[src/rtl/pia_pkg.sv]
/*
  Constants and carrier types for the PHY identification and advertisement register bank.
  Assumes a 32-bit APB with byte addresses equal to four times the management index.
*/
package pia_pkg;
  // ---------------------------------------------------------------------------
  // Register map
  // ---------------------------------------------------------------------------
  localparam int unsigned IDX_IDENT_HIGH = 2;
  localparam int unsigned IDX_IDENT_LOW = 3;
  localparam int unsigned IDX_ADVERT = 4;
  localparam logic [11:0] ADDR_IDENT_HIGH = 12'(IDX_IDENT_HIGH * 4);
  localparam logic [11:0] ADDR_IDENT_LOW = 12'(IDX_IDENT_LOW * 4);
  localparam logic [11:0] ADDR_ADVERT = 12'(IDX_ADVERT * 4);
  localparam logic [11:0] ADDR_LOAD_DATA = 12'h020;
  localparam logic [11:0] ADDR_LOAD_CTRL = 12'h024;

  // ---------------------------------------------------------------------------
  // Reset values (identity values are arbitrary)
  // ---------------------------------------------------------------------------
  localparam logic [15:0] RST_IDENT_HIGH = 16'h1234;
  localparam logic [5:0] RST_ORG_BITS = 6'h2A;
  localparam logic [5:0] RST_MODEL = 6'h05;
  localparam logic [3:0] RST_REVISION = 4'h3;
  localparam logic [4:0] RST_SELECTOR = 5'h01;

  // ---------------------------------------------------------------------------
  // Advertisement field positions, writable mask and load control bits
  // ---------------------------------------------------------------------------
  localparam int unsigned ADV_REMOTE_FAULT = 13;
  localparam int unsigned ADV_RSVD_RW = 12;
  localparam int unsigned ADV_ASYM_PAUSE = 11;
  localparam int unsigned ADV_SYM_PAUSE = 10;
  localparam int unsigned ADV_FD100 = 8;
  localparam int unsigned ADV_HD100 = 7;
  localparam int unsigned ADV_FD10 = 6;
  localparam int unsigned ADV_HD10 = 5;
  localparam logic [15:0] ADV_WRITABLE = 16'h3DFF;
  localparam int unsigned LOAD_CTRL_RELOAD = 0;
  localparam int unsigned LOAD_CTRL_BUSY = 1;

  // ---------------------------------------------------------------------------
  // Carrier types
  // ---------------------------------------------------------------------------
  typedef struct packed {
    logic autoneg;
    logic speed;
    logic duplex;
    logic manual_flow_ctrl_pin_setting;
  } pia_strap_t;

  typedef struct packed {
    logic [5:0] org_bits;
    logic [5:0] model;
    logic [3:0] revision;
  } pia_ident_low_t;
endpackage

[src/rtl/pia_regs.sv]
/*
  APB register bank for one port: identification words and the advertisement word,
  with strap-derived defaults and a loader overwrite path.
  Assumes straps are static pins and the loader presents a word with a load strobe.
*/
// The implementer's own choice: the APB interface to the registers.

module pia_regs
(
  input wire logic ref_clk_in,
  input wire logic srst_in,
  input wire logic clk_en_in,
  input wire logic psel_in,
  input wire logic penable_in,
  input wire logic pwrite_in,
  input wire logic [11:0] paddr_in,
  input wire logic [31:0] pwdata_in,
  input wire logic [3:0] pstrb_in,
  output logic [31:0] prdata_out,
  output logic pready_out,
  output logic pslverr_out,
  input wire pia_pkg::pia_strap_t strap_in,
  input wire logic load_valid_in,
  input wire logic [15:0] load_word_in,
  output logic reload_req_out,
  output logic [15:0] advert_out
);
  // ---------------------------------------------------------------------------
  // Strap capture
  // ---------------------------------------------------------------------------
  pia_pkg::pia_strap_t strap_sync;
  pia_pkg::pia_strap_t strap_r;
  logic in_reset_r;
  logic rel_r;

  genvar gi;
  generate
    for (gi = 0; gi < 4; gi++)
    begin : g_sync
      pia_sync3 u_sync
      (
        .ref_clk_in(ref_clk_in),
        .srst_in(srst_in),
        .clk_en_in(clk_en_in),
        .pin_in(strap_in[gi]),
        .level_out(strap_sync[gi])
      );
    end
  endgenerate

  // Straps are caught a few cycles after release, once the synchronisers have filled.
  logic [2:0] settle_r;
  wire logic settle_done = (settle_r == 3'h4);

  always_ff @(posedge ref_clk_in)
  begin
    if (srst_in)
    begin
      settle_r <= 3'h0;
      in_reset_r <= 1'b1;
      strap_r <= '0;
    end
    else if (clk_en_in)
    begin
      if (!settle_done)
      begin
        settle_r <= settle_r + 3'h1;
      end
      if (in_reset_r && settle_done)
      begin
        strap_r <= strap_sync;
        in_reset_r <= 1'b0;
      end
    end
  end

  assign rel_r = in_reset_r && settle_done;

  // ---------------------------------------------------------------------------
  // Bus decode
  // ---------------------------------------------------------------------------
  wire logic acc = psel_in && penable_in;
  wire logic wr = acc && pwrite_in;
  wire logic hit_hi = (paddr_in == pia_pkg::ADDR_IDENT_HIGH);
  wire logic hit_lo = (paddr_in == pia_pkg::ADDR_IDENT_LOW);
  wire logic hit_adv = (paddr_in == pia_pkg::ADDR_ADVERT);
  wire logic hit_ld = (paddr_in == pia_pkg::ADDR_LOAD_DATA);
  wire logic hit_lc = (paddr_in == pia_pkg::ADDR_LOAD_CTRL);
  wire logic hit_any = hit_hi || hit_lo || hit_adv || hit_ld || hit_lc;
  wire logic lanes_ok = (pstrb_in[1:0] == 2'h3) || !pwrite_in;
  wire logic [15:0] wdata = pwdata_in[15:0];
  wire logic wr_ok = wr && lanes_ok;

  assign pready_out = 1'b1;
  assign pslverr_out = acc && (!hit_any || !lanes_ok);

  // ---------------------------------------------------------------------------
  // Identification words
  // ---------------------------------------------------------------------------
  logic [15:0] ident_hi_r;
  pia_pkg::pia_ident_low_t ident_lo_r;

  always_ff @(posedge ref_clk_in)
  begin
    if (srst_in)
    begin
      ident_hi_r <= pia_pkg::RST_IDENT_HIGH;
      ident_lo_r <= {pia_pkg::RST_ORG_BITS, pia_pkg::RST_MODEL, pia_pkg::RST_REVISION};
    end
    else if (clk_en_in)
    begin
      if (wr_ok && hit_hi)
      begin
        ident_hi_r <= wdata;
      end
      if (wr_ok && hit_lo)
      begin
        ident_lo_r <= wdata;
      end
    end
  end

  // ---------------------------------------------------------------------------
  // Advertisement word
  // ---------------------------------------------------------------------------
  logic [15:0] adv_r;
  logic [15:0] adv_nxt;
  logic [15:0] adv_dflt;
  logic [15:0] load_word_r;
  logic reload_busy_r;
  logic load_pend_r;

  // Defaults built from the synchronised straps (strap_sync); unsupported abilities have no bit.
  always_comb
  begin
    adv_dflt = '0;
    adv_dflt[pia_pkg::ADV_REMOTE_FAULT] = 1'b0;
    adv_dflt[pia_pkg::ADV_ASYM_PAUSE] = 1'b0;
    adv_dflt[pia_pkg::ADV_SYM_PAUSE] = !strap_sync.manual_flow_ctrl_pin_setting;
    adv_dflt[pia_pkg::ADV_FD100] = 1'b1;
    adv_dflt[pia_pkg::ADV_HD100] = 1'b1;
    adv_dflt[pia_pkg::ADV_FD10] = strap_sync.autoneg || (!strap_sync.speed && strap_sync.duplex);
    adv_dflt[pia_pkg::ADV_HD10] = strap_sync.autoneg || !strap_sync.speed;
    adv_dflt[4:0] = pia_pkg::RST_SELECTOR;
  end

  // The loader image replaces the writable bits, reserved bit 12 included; bits 15:14 and 9 stay zero.
  wire logic [15:0] load_img = (load_valid_in ? load_word_in : load_word_r)
    & pia_pkg::ADV_WRITABLE;

  always_comb
  begin
    adv_nxt = adv_r;
    if (rel_r)
    begin
      adv_nxt = adv_dflt;
    end
    else if (load_valid_in || load_pend_r)
    begin
      adv_nxt = load_img;
    end
    else if (wr_ok && hit_adv)
    begin
      adv_nxt = wdata & pia_pkg::ADV_WRITABLE;
    end
  end

  wire logic reload_cmd = wr_ok && hit_lc && wdata[pia_pkg::LOAD_CTRL_RELOAD];

  always_ff @(posedge ref_clk_in)
  begin
    if (srst_in)
    begin
      adv_r <= {2'h0, 1'b0, 1'b0, 1'b0, 1'b0, 1'b0, 1'b1, 1'b1, 2'h0, pia_pkg::RST_SELECTOR};
      load_word_r <= 16'h0000;
      reload_busy_r <= 1'b0;
      load_pend_r <= 1'b0;
    end
    else if (clk_en_in)
    begin
      adv_r <= adv_nxt;
      if (wr_ok && hit_ld)
      begin
        load_word_r <= wdata;
      end
      // After the straps settle the loader image is applied once, as after reset release.
      load_pend_r <= rel_r;
      if (reload_cmd)
      begin
        reload_busy_r <= 1'b1;
      end
      else if (load_valid_in)
      begin
        reload_busy_r <= 1'b0;
      end
    end
  end

  assign reload_req_out = reload_busy_r || rel_r;
  assign advert_out = adv_r;

  // ---------------------------------------------------------------------------
  // Read data
  // ---------------------------------------------------------------------------
  wire logic [15:0] rd_mux = hit_hi ? ident_hi_r :
    hit_lo ? ident_lo_r :
    hit_adv ? adv_r :
    hit_ld ? load_word_r :
    hit_lc ? {14'h0000, reload_busy_r, 1'b0} : 16'h0000;

  always_ff @(posedge ref_clk_in)
  begin
    if (srst_in)
    begin
      prdata_out <= 32'h0000_0000;
    end
    else if (clk_en_in && psel_in && !penable_in && !pwrite_in)
    begin
      prdata_out <= {16'h0000, rd_mux};
    end
  end

  // ---------------------------------------------------------------------------
  // Bus, identification and clock enable checks
  // ---------------------------------------------------------------------------
  // Writes land at the access edge and reads are latched at the setup edge.
  a_lo_write: assert property (@(posedge ref_clk_in) disable iff (srst_in)
    (clk_en_in && wr_ok && hit_lo)
    |=> (ident_lo_r == $past(wdata)))
    else $error("ident low write lost");

  a_hi_write: assert property (@(posedge ref_clk_in) disable iff (srst_in)
    (clk_en_in && wr_ok && hit_hi)
    |=> (ident_hi_r == $past(wdata)))
    else $error("ident high write lost");

  a_bad_lane: assert property (@(posedge ref_clk_in) disable iff (srst_in)
    (clk_en_in && acc && pwrite_in && !lanes_ok)
    |=> ($stable(ident_lo_r) && $stable(ident_hi_r)))
    else $error("refused write changed an ident word");

  a_read_low: assert property (@(posedge ref_clk_in) disable iff (srst_in)
    (clk_en_in && psel_in && !penable_in && !pwrite_in && hit_lo)
    |=> (prdata_out == {16'h0000, $past(ident_lo_r)}))
    else $error("ident low read data wrong");

  a_read_advert: assert property (@(posedge ref_clk_in) disable iff (srst_in)
    (clk_en_in && psel_in && !penable_in && !pwrite_in && hit_adv)
    |=> (prdata_out == {16'h0000, $past(advert_out)}))
    else $error("advert read data wrong");

  // A low enable must hold the advertisement, both identification words, the reload request and the read data.
  a_enable_freeze: assert property (@(posedge ref_clk_in) disable iff (srst_in)
    !clk_en_in
    |=> ($stable(advert_out) && $stable(ident_lo_r) && $stable(ident_hi_r)
    && $stable(prdata_out) && $stable(reload_req_out)))
    else $error("state moved while clock enable low");

  // ---------------------------------------------------------------------------
  // Advertisement and reload checks
  // ---------------------------------------------------------------------------
  // The loader outranks software, so writes are checked only when no load is due.
  a_reserved_zero: assert property (@(posedge ref_clk_in) disable iff (srst_in)
    (advert_out[15:14] == 2'h0) && !advert_out[9])
    else $error("reserved bits set");

  a_adv_write: assert property (@(posedge ref_clk_in) disable iff (srst_in)
    (clk_en_in && wr_ok && hit_adv && !rel_r && !load_valid_in && !load_pend_r)
    |=> (advert_out == ($past(wdata) & 16'h3DFF)))
    else $error("advert write lost");

  a_load_over: assert property (@(posedge ref_clk_in) disable iff (srst_in)
    (clk_en_in && load_valid_in && !rel_r)
    |=> (advert_out == ($past(load_word_in) & 16'h3DFF)))
    else $error("loader image not applied");

  a_pause_load: assert property (@(posedge ref_clk_in) disable iff (srst_in)
    (clk_en_in && load_valid_in && !rel_r)
    |=> (((advert_out ^ $past(load_word_in)) & 16'h0C00) == 16'h0000))
    else $error("pause bits not loaded");

  a_start_load: assert property (@(posedge ref_clk_in) disable iff (srst_in)
    (clk_en_in && load_pend_r && !load_valid_in)
    |=> (advert_out == ($past(load_word_r) & 16'h3DFF)))
    else $error("startup load not applied");

  a_busy_clear: assert property (@(posedge ref_clk_in) disable iff (srst_in)
    (clk_en_in && load_valid_in && !reload_cmd)
    |=> !reload_busy_r)
    else $error("reload busy not cleared");

  a_reload_busy: assert property (@(posedge ref_clk_in) disable iff (srst_in)
    (clk_en_in && reload_cmd)
    |=> reload_req_out)
    else $error("reload not requested");

  // ---------------------------------------------------------------------------
  // Strap latch and default checks
  // ---------------------------------------------------------------------------
  // Defaults are checked one edge after the straps are caught.
  a_strap_hold: assert property (@(posedge ref_clk_in) disable iff (srst_in)
    !in_reset_r
    |=> $stable(strap_r))
    else $error("latched straps changed");

  a_dflt_fd10: assert property (@(posedge ref_clk_in) disable iff (srst_in)
    (clk_en_in && rel_r)
    |=> (advert_out[6] == (strap_r.autoneg || (!strap_r.speed && strap_r.duplex))))
    else $error("fd10 default");

  a_dflt_hd10: assert property (@(posedge ref_clk_in) disable iff (srst_in)
    (clk_en_in && rel_r)
    |=> (advert_out[5] == (strap_r.autoneg || !strap_r.speed)))
    else $error("hd10 default");

  a_dflt_sym: assert property (@(posedge ref_clk_in) disable iff (srst_in)
    (clk_en_in && rel_r)
    |=> (advert_out[10] == !strap_r.manual_flow_ctrl_pin_setting))
    else $error("sym pause default");

  a_dflt_fixed: assert property (@(posedge ref_clk_in) disable iff (srst_in)
    (clk_en_in && rel_r)
    |=> ((advert_out[13:11] == 3'h0) && advert_out[8] && advert_out[7]
    && (advert_out[4:0] == 5'h01)))
    else $error("fixed defaults");
endmodule

[src/rtl/pia_sync3.sv]
/*
  Three-flop synchroniser with agreement filter for a single pin.
  Assumes the pin is asynchronous to ref_clk_in.
*/
module pia_sync3
(
  input wire logic ref_clk_in,
  input wire logic srst_in,
  input wire logic clk_en_in,
  input wire logic pin_in,
  output logic level_out
);
  logic s1_r;
  logic s2_r;
  logic s3_r;
  wire logic agree = (s2_r == s3_r);

  always_ff @(posedge ref_clk_in)
  begin
    if (srst_in)
    begin
      s1_r <= 1'b0;
      s2_r <= 1'b0;
      s3_r <= 1'b0;
      level_out <= 1'b0;
    end
    else if (clk_en_in)
    begin
      s1_r <= pin_in;
      s2_r <= s1_r;
      s3_r <= s2_r;
      if (agree)
      begin
        level_out <= s3_r;
      end
    end
  end
endmodule

[config.mk]
export PLATFORM = sky130hd
export DESIGN_NAME = pia_regs
export DESIGN_NICKNAME = d
export VERILOG_FILES = /design/src/rtl/pia_pkg.sv /design/src/rtl/pia_regs.sv /design/src/rtl/pia_sync3.sv
export SDC_FILE = /design/constraint.sdc
export NUM_CORES = 1
export LEC_CHECK = 0
export BUFFER_PORTS_ARGS = -buffer_cell sky130_fd_sc_hd__buf_2
export CAP_MARGIN = 20
export CORE_ASPECT_RATIO = 0.6
export CORE_MARGIN = 5
export CORE_UTILIZATION = 58
export DETAILED_ROUTE_END_ITERATION = 12
export GPL_ROUTABILITY_DRIVEN = 0
export PLACE_DENSITY = 0.94
export SLEW_MARGIN = 10
export SYNTH_ARGS = -nofsm -noshare
export SYNTH_HDL_FRONTEND = slang
export SYNTH_HIERARCHICAL = 1
export SYNTH_SLANG_ARGS = --single-unit
[constraint.sdc]
create_clock -name ref_clk_in -period 5.4 [get_ports ref_clk_in]
set_input_delay 0.81 -clock ref_clk_in [delete_from_list [all_inputs] [get_ports ref_clk_in]]
set_output_delay 0.81 -clock ref_clk_in [all_outputs]
set_load 0.02 [all_outputs]
# Word-level counts from Yosys, hierarchy flattened
# Index checks and enable logic that the tools add are counted.
# classes
bitwise_logic	1
reduce_logical	44
n_eq_ne	11
n_addsub	1
muxes	11
# op_table
cell	n
2-to-1 mux 16 bit	7
equality test 12 x 4 -> 1 bit, second input constant	2
equality test 12 x 6 -> 1 bit, second input constant	2
AND reduction 2 bit	11
logical AND 1 bit	15
2-to-1 mux 14 bit	1
equality test 12 x 5 -> 1 bit, second input constant	1
logical OR 1 bit	10
logical NOT 1 bit	6
equality test 1 bit	4
adder 3 x 1 -> 3 bit, second input constant	1
equality test 3 bit, second input constant	1
nonzero test 3 bit	1
equality test 2 bit, second input constant	1
2-to-1 mux 1 bit	2
2-to-1 mux 2 bit	1
nonzero test 2 bit	1
NOT 1 bit	1
# word_totals
reg_bits	102
input_bits	75

# Logic depth before layout (Yosys ltp)
# logic_depth
depth_word	8
ltp_mapped	8

# By module
# Netlist, hierarchy kept.
# by_module_without_submodules
module	instances	area_each_um2	seq_area_each_um2	cells_per_inst
pia_regs	1	4454.3	1661.6	534
pia_sync3	4	171.4	80.1	16

# Worst setup path before layout
# Ideal clock, no wire load.
# synth_timing
kind	input -> output
startpoint	input paddr_in[7]
endpoint	output pslverr_out
slack_ns	2.399
arrival_ns	2.191
path_buffers	1
t_required_ns	4.590
path_stages	4
cell_sequence	or4_1 -> buf_4 -> o31a_1 -> o311a_1
# synth_between
elab_chain_len	8
# synth_lines
item	line	text
start, declared	pia_regs.sv:16	input wire logic [11:0] paddr_in,
equality test 12 x 4 -> 1 bit, on equally long branches	pia_regs.sv:84, pia_regs.sv:85	
logical OR 1 bit (3 in series)	pia_regs.sv:89	wire logic hit_any = hit_hi || hit_lo || hit_adv || hit_ld || hit_lc;
logical OR 1 bit (*)	pia_regs.sv:89	
logical NOT 1 bit (*)	pia_regs.sv:95	assign pslverr_out = acc && (!hit_any || !lanes_ok);
logical OR 1 bit (*)	pia_regs.sv:95	
logical AND 1 bit (*)	pia_regs.sv:95	
end, declared	pia_regs.sv:21	output logic pslverr_out,
# Mark *: on every way between the ends. The rest lies on a longest branch, timed or not.

# Final worst setup path
# Ends and elaborated chain as after synthesis.

==> qor.txt <==
Outcome = finished, final reports clean
Max incr delay on CP = 0.77 ns
Total number of vias = 5091
Layout filler cell count = 661
CTS tree = built
Final setup violation count = 0
Aggregate routed wire length = 15900 um
Multi-input gate area = 2780 um^2
Number of cells in the finished layout apart from fillers = 766
Chain of cells forming the critical path = buf_2, or4_1, o31a_1, o311a_1, buf_2
Fraction of power consumed by sequential logic = 48.0%
Unrepaired setup endpoints after global routing = false
All-layer global routing usage = 27.7%
Port Buffer Count = 84
Beginning of the critical path = paddr_in[7]
Most common cell after layout, fill and taps aside = dfxtp_1
Overall overflow remaining after global route = 0
Cell type with the highest aggregate area in the netlist = dfxtp_1
Setup TNS = 0 ns
Data required, critical path = 4.59 ns
Yosys reg bits = 99
Remaining design rule violation count = 0
Vert. Die Dim = 82.9 um
Layout cell share with drive strength beyond 1 = 20.5%
Clock latency of the later-clocked register in the worst-skew pair = 0.35 ns
Maximum operating frequency = 297 MHz
Critical path peak fanout = 10
Root buf cell = clkbuf_16
Row count = 26
DRC marker count from the first detailed-route iteration = 747
Fraction of the yosys area taken by sequential cells = 38.6%
Share of power burned in combinational logic = 10.2%
Cell leakage power = 2.33 nW
Destination of the worst register-to-register timing path = advert_out[6]$_SDFFE_PP0P_
Fraction of synthesis flops using an asynchronous set or reset pin = 0%
EDFF count, synth = 0
Worst setup path end = pslverr_out
Length in cells of the worst reg-to-reg path = 6
First-pass GRT wire length = 24700 um
Inst Count DP = 750
Via count of the first global-routing pass = 4837
Cell internal pwr = 1.17 mW
Min-delay worst type = reg -> reg
Hold-fix buffers at CTS = 0
Kind of critical path = in -> out
Reported max-cap violation count = 0
Clock power share = 41.7%
H-tree Lvls = 3
Area share of the largest cell type after synthesis = 38.6%
Net switching power of the design = 399 uW
Max-slew violations = 0
N_diodes = 0
Hold violation count in the final report = 0
Max Clock Skew = 0.00585 ns
Final ANT Viol Nets = 0
Core box area = 8590 um^2
Hpwl dp = 10500 um
Average instance area after synthesis = 8.60 um^2
Synth-to-layout area growth = 12.1%
Post-synthesis instance area = 5140 um^2
Portion of the clock cycle consumed by the worst path in the final layout = 62.3%
I/O Pins = 126
Share of total power consumed by net switching = 25.4%
Worst vdd rail ir drop = 0.201 mV
Cells resized by post-CTS repair = 0
Detailed Routing Iterations Pass 1 = 6
FF+latch area = 1980 um^2
Post-CTS clock slew at the launch and capture registers of the worst setup and hold paths = 0.07 ns
Worst-Margin Slew = 1.12 ns
Library cell appearing most often on the critical path = buf_2
Maximum buffer depth of the clock tree = 2
Max-slew headroom = 25.3%
Final worst path period need = 3.36 ns
Post-Synthesis Cells = 598
Commonest cells after routing, fill and taps aside = 99 x dfxtp_1, 83 x buf_2, 72 x a21oi_1
Worst reg2reg startpoint = settle_r[0]$_SDFFE_PP0P_
YS warnings = 6
Synth unique cells = 56
Per-cell routed wire length = 20.7 um
Crit path capture type = output pin
Effective utilization at floorplan = 59.8%
Clock sink total = 99
Number of buffers created by CTS = 9
Main area contributors after synthesis = dfxtp_1 39%, a21oi_1 7.0%, mux2i_1 6.4%, o21ai_0 4.4%, nand3_1 3.7%
Data arrival time of the critical path = 2.55 ns
Full die area = 10900 um^2
Detail-routed via count per cell = 6.65
Die boundary width = 132 um
CP startpoint kind = input port
Post-synth top flop = dfxtp_1
Critical-path cell with the highest stage delay = or4_1
Pin count of the biggest net entering global routing = 74
Initial antenna violation count = 0
PD cells = 272 nW/um^2
R2R Setup Slk = 2.82 ns
Net count reported at finish = 726
Number of buffers added for setup after CTS = 0
==> power by group through the flow <==
stage	combinational [mW]	sequential (mW)	clock (mW)
finish	0.161	0.754	0.655
global route	0.172	0.755	0.694
CTS	0.156	0.754	0.657
detailed placement	0.154	0.770	0
global placement	0.148	0.769	0
floorplan	0.102	0.774	0
==> critical path: cells and delay by family <==
family | cells | cell delay [ns]
AND/OR/NAND/NOR | 1 | 0.77
AO/OA/AOI/OAI | 2 | 0.71
buffers and inverters | 2 | 0.27
==> per-stage QoR <==
stage | hold WS (ns) | worst slack, ns | power, mW | utilization, % | instance area [um^2]
floorplan | 0.435 | 2.40 | 0.876 | - | 5210
global placement | 0.443 | 1.95 | 0.917 | 63.5 | 5460
detailed placement | 0.450 | 1.84 | 0.925 | 63.5 | 5460
CTS | 0.469 | 2.06 | 1.57 | 67.0 | 5760
global route | 0.485 | 2.01 | 1.62 | 67.1 | 5760
finish | 0.471 | 2.04 | 1.57 | 67.1 | 5760
==> synth_stat cells, types with 3 or more instances <==
cell	count
nor2b_1	6
mux2i_1	33
a21o_1	13
dfxtp_1	99
buf_1	4
nor3_1	7
o32ai_2	4
o21ai_0	45
a31oi_1	4
buf_2	8
a21oi_1	72
buf_4	22
nand2b_1	17
o31ai_1	13
and3_1	15
nand2_1	20
mux2_1	3
clkbuf_2	4
mux2_2	9
clkbuf_1	30
nor4_2	3
nor2_1	24
inv_1	21
nor2b_4	4
a211o_1	13
nand3_1	38
o41ai_1	3
a22oi_1	24
o211ai_1	3
==> per-layer routing <==
layer	vias to the layer above	wire [um]	track usage, %
li1	2233	-	-
met1	2419	6160	36.4
met2	378	7060	42.4
met3	61	2210	9.06
met4	0	462	10.9
met5	-	0	0
==> how the worst min path moves through the flow <==
stage                     slack [ns]  cells past startpoint                        start                     endpoint
after global placement          0.44                      1   ident_lo_r[4]$_SDFFE_PP1P_   ident_lo_r[4]$_SDFFE_PP1P_
after CTS                       0.47                      1   ident_hi_r[2]$_SDFFE_PP1P_   ident_hi_r[2]$_SDFFE_PP1P_
after global routing            0.48                      1   ident_lo_r[0]$_SDFFE_PP1P_   ident_lo_r[0]$_SDFFE_PP1P_
after detailed placement        0.45                      1  ident_hi_r[12]$_SDFFE_PP1P_  ident_hi_r[12]$_SDFFE_PP1P_
final                           0.47                      1   ident_lo_r[6]$_SDFFE_PP1P_   ident_lo_r[6]$_SDFFE_PP1P_
after floorplan                 0.43                      1   ident_hi_r[9]$_SDFFE_PP1P_   ident_hi_r[9]$_SDFFE_PP1P_
==> sequential cells by signal (all words and copies together), names as in the netlist <==
signal / count
ident_lo_r: 16
advert_out: 13
load_pend_r: 1
g_sync.u_sync/s3_r: 4
settle_r: 3
g_sync.u_sync/s2_r: 4
ident_hi_r: 16
in_reset_r: 1
prdata_out: 16
g_sync.u_sync/s1_r: 4
reload_busy_r: 1
g_sync.u_sync/level_out: 4
load_word_r: 16
==> cell type report <==
type                       count  area share, %
clock buffer                  10           4.15
sequential                    99           34.4
inverter                      21           1.37
multi-input combinational    426           48.2
clock inverter                 6           1.09
tap                          112           2.43
timing repair buffer          92           8.38
==> logic make-up after synthesis <==
logic type | count (synthesis) | share of synthesized area (%)
other | 2 | 0.146
AO/OA/AOI/OAI | 203 | 25.1
XOR/XNOR | 1 | 0.170
multiplexers | 45 | 9.06
buffers and inverters | 91 | 8.84
AND/OR/NAND/NOR | 155 | 17.7
adder cells (fa/ha/maj) | 2 | 0.487
flip-flops | 99 | 38.6
Power figures use the tool's default switching activity.
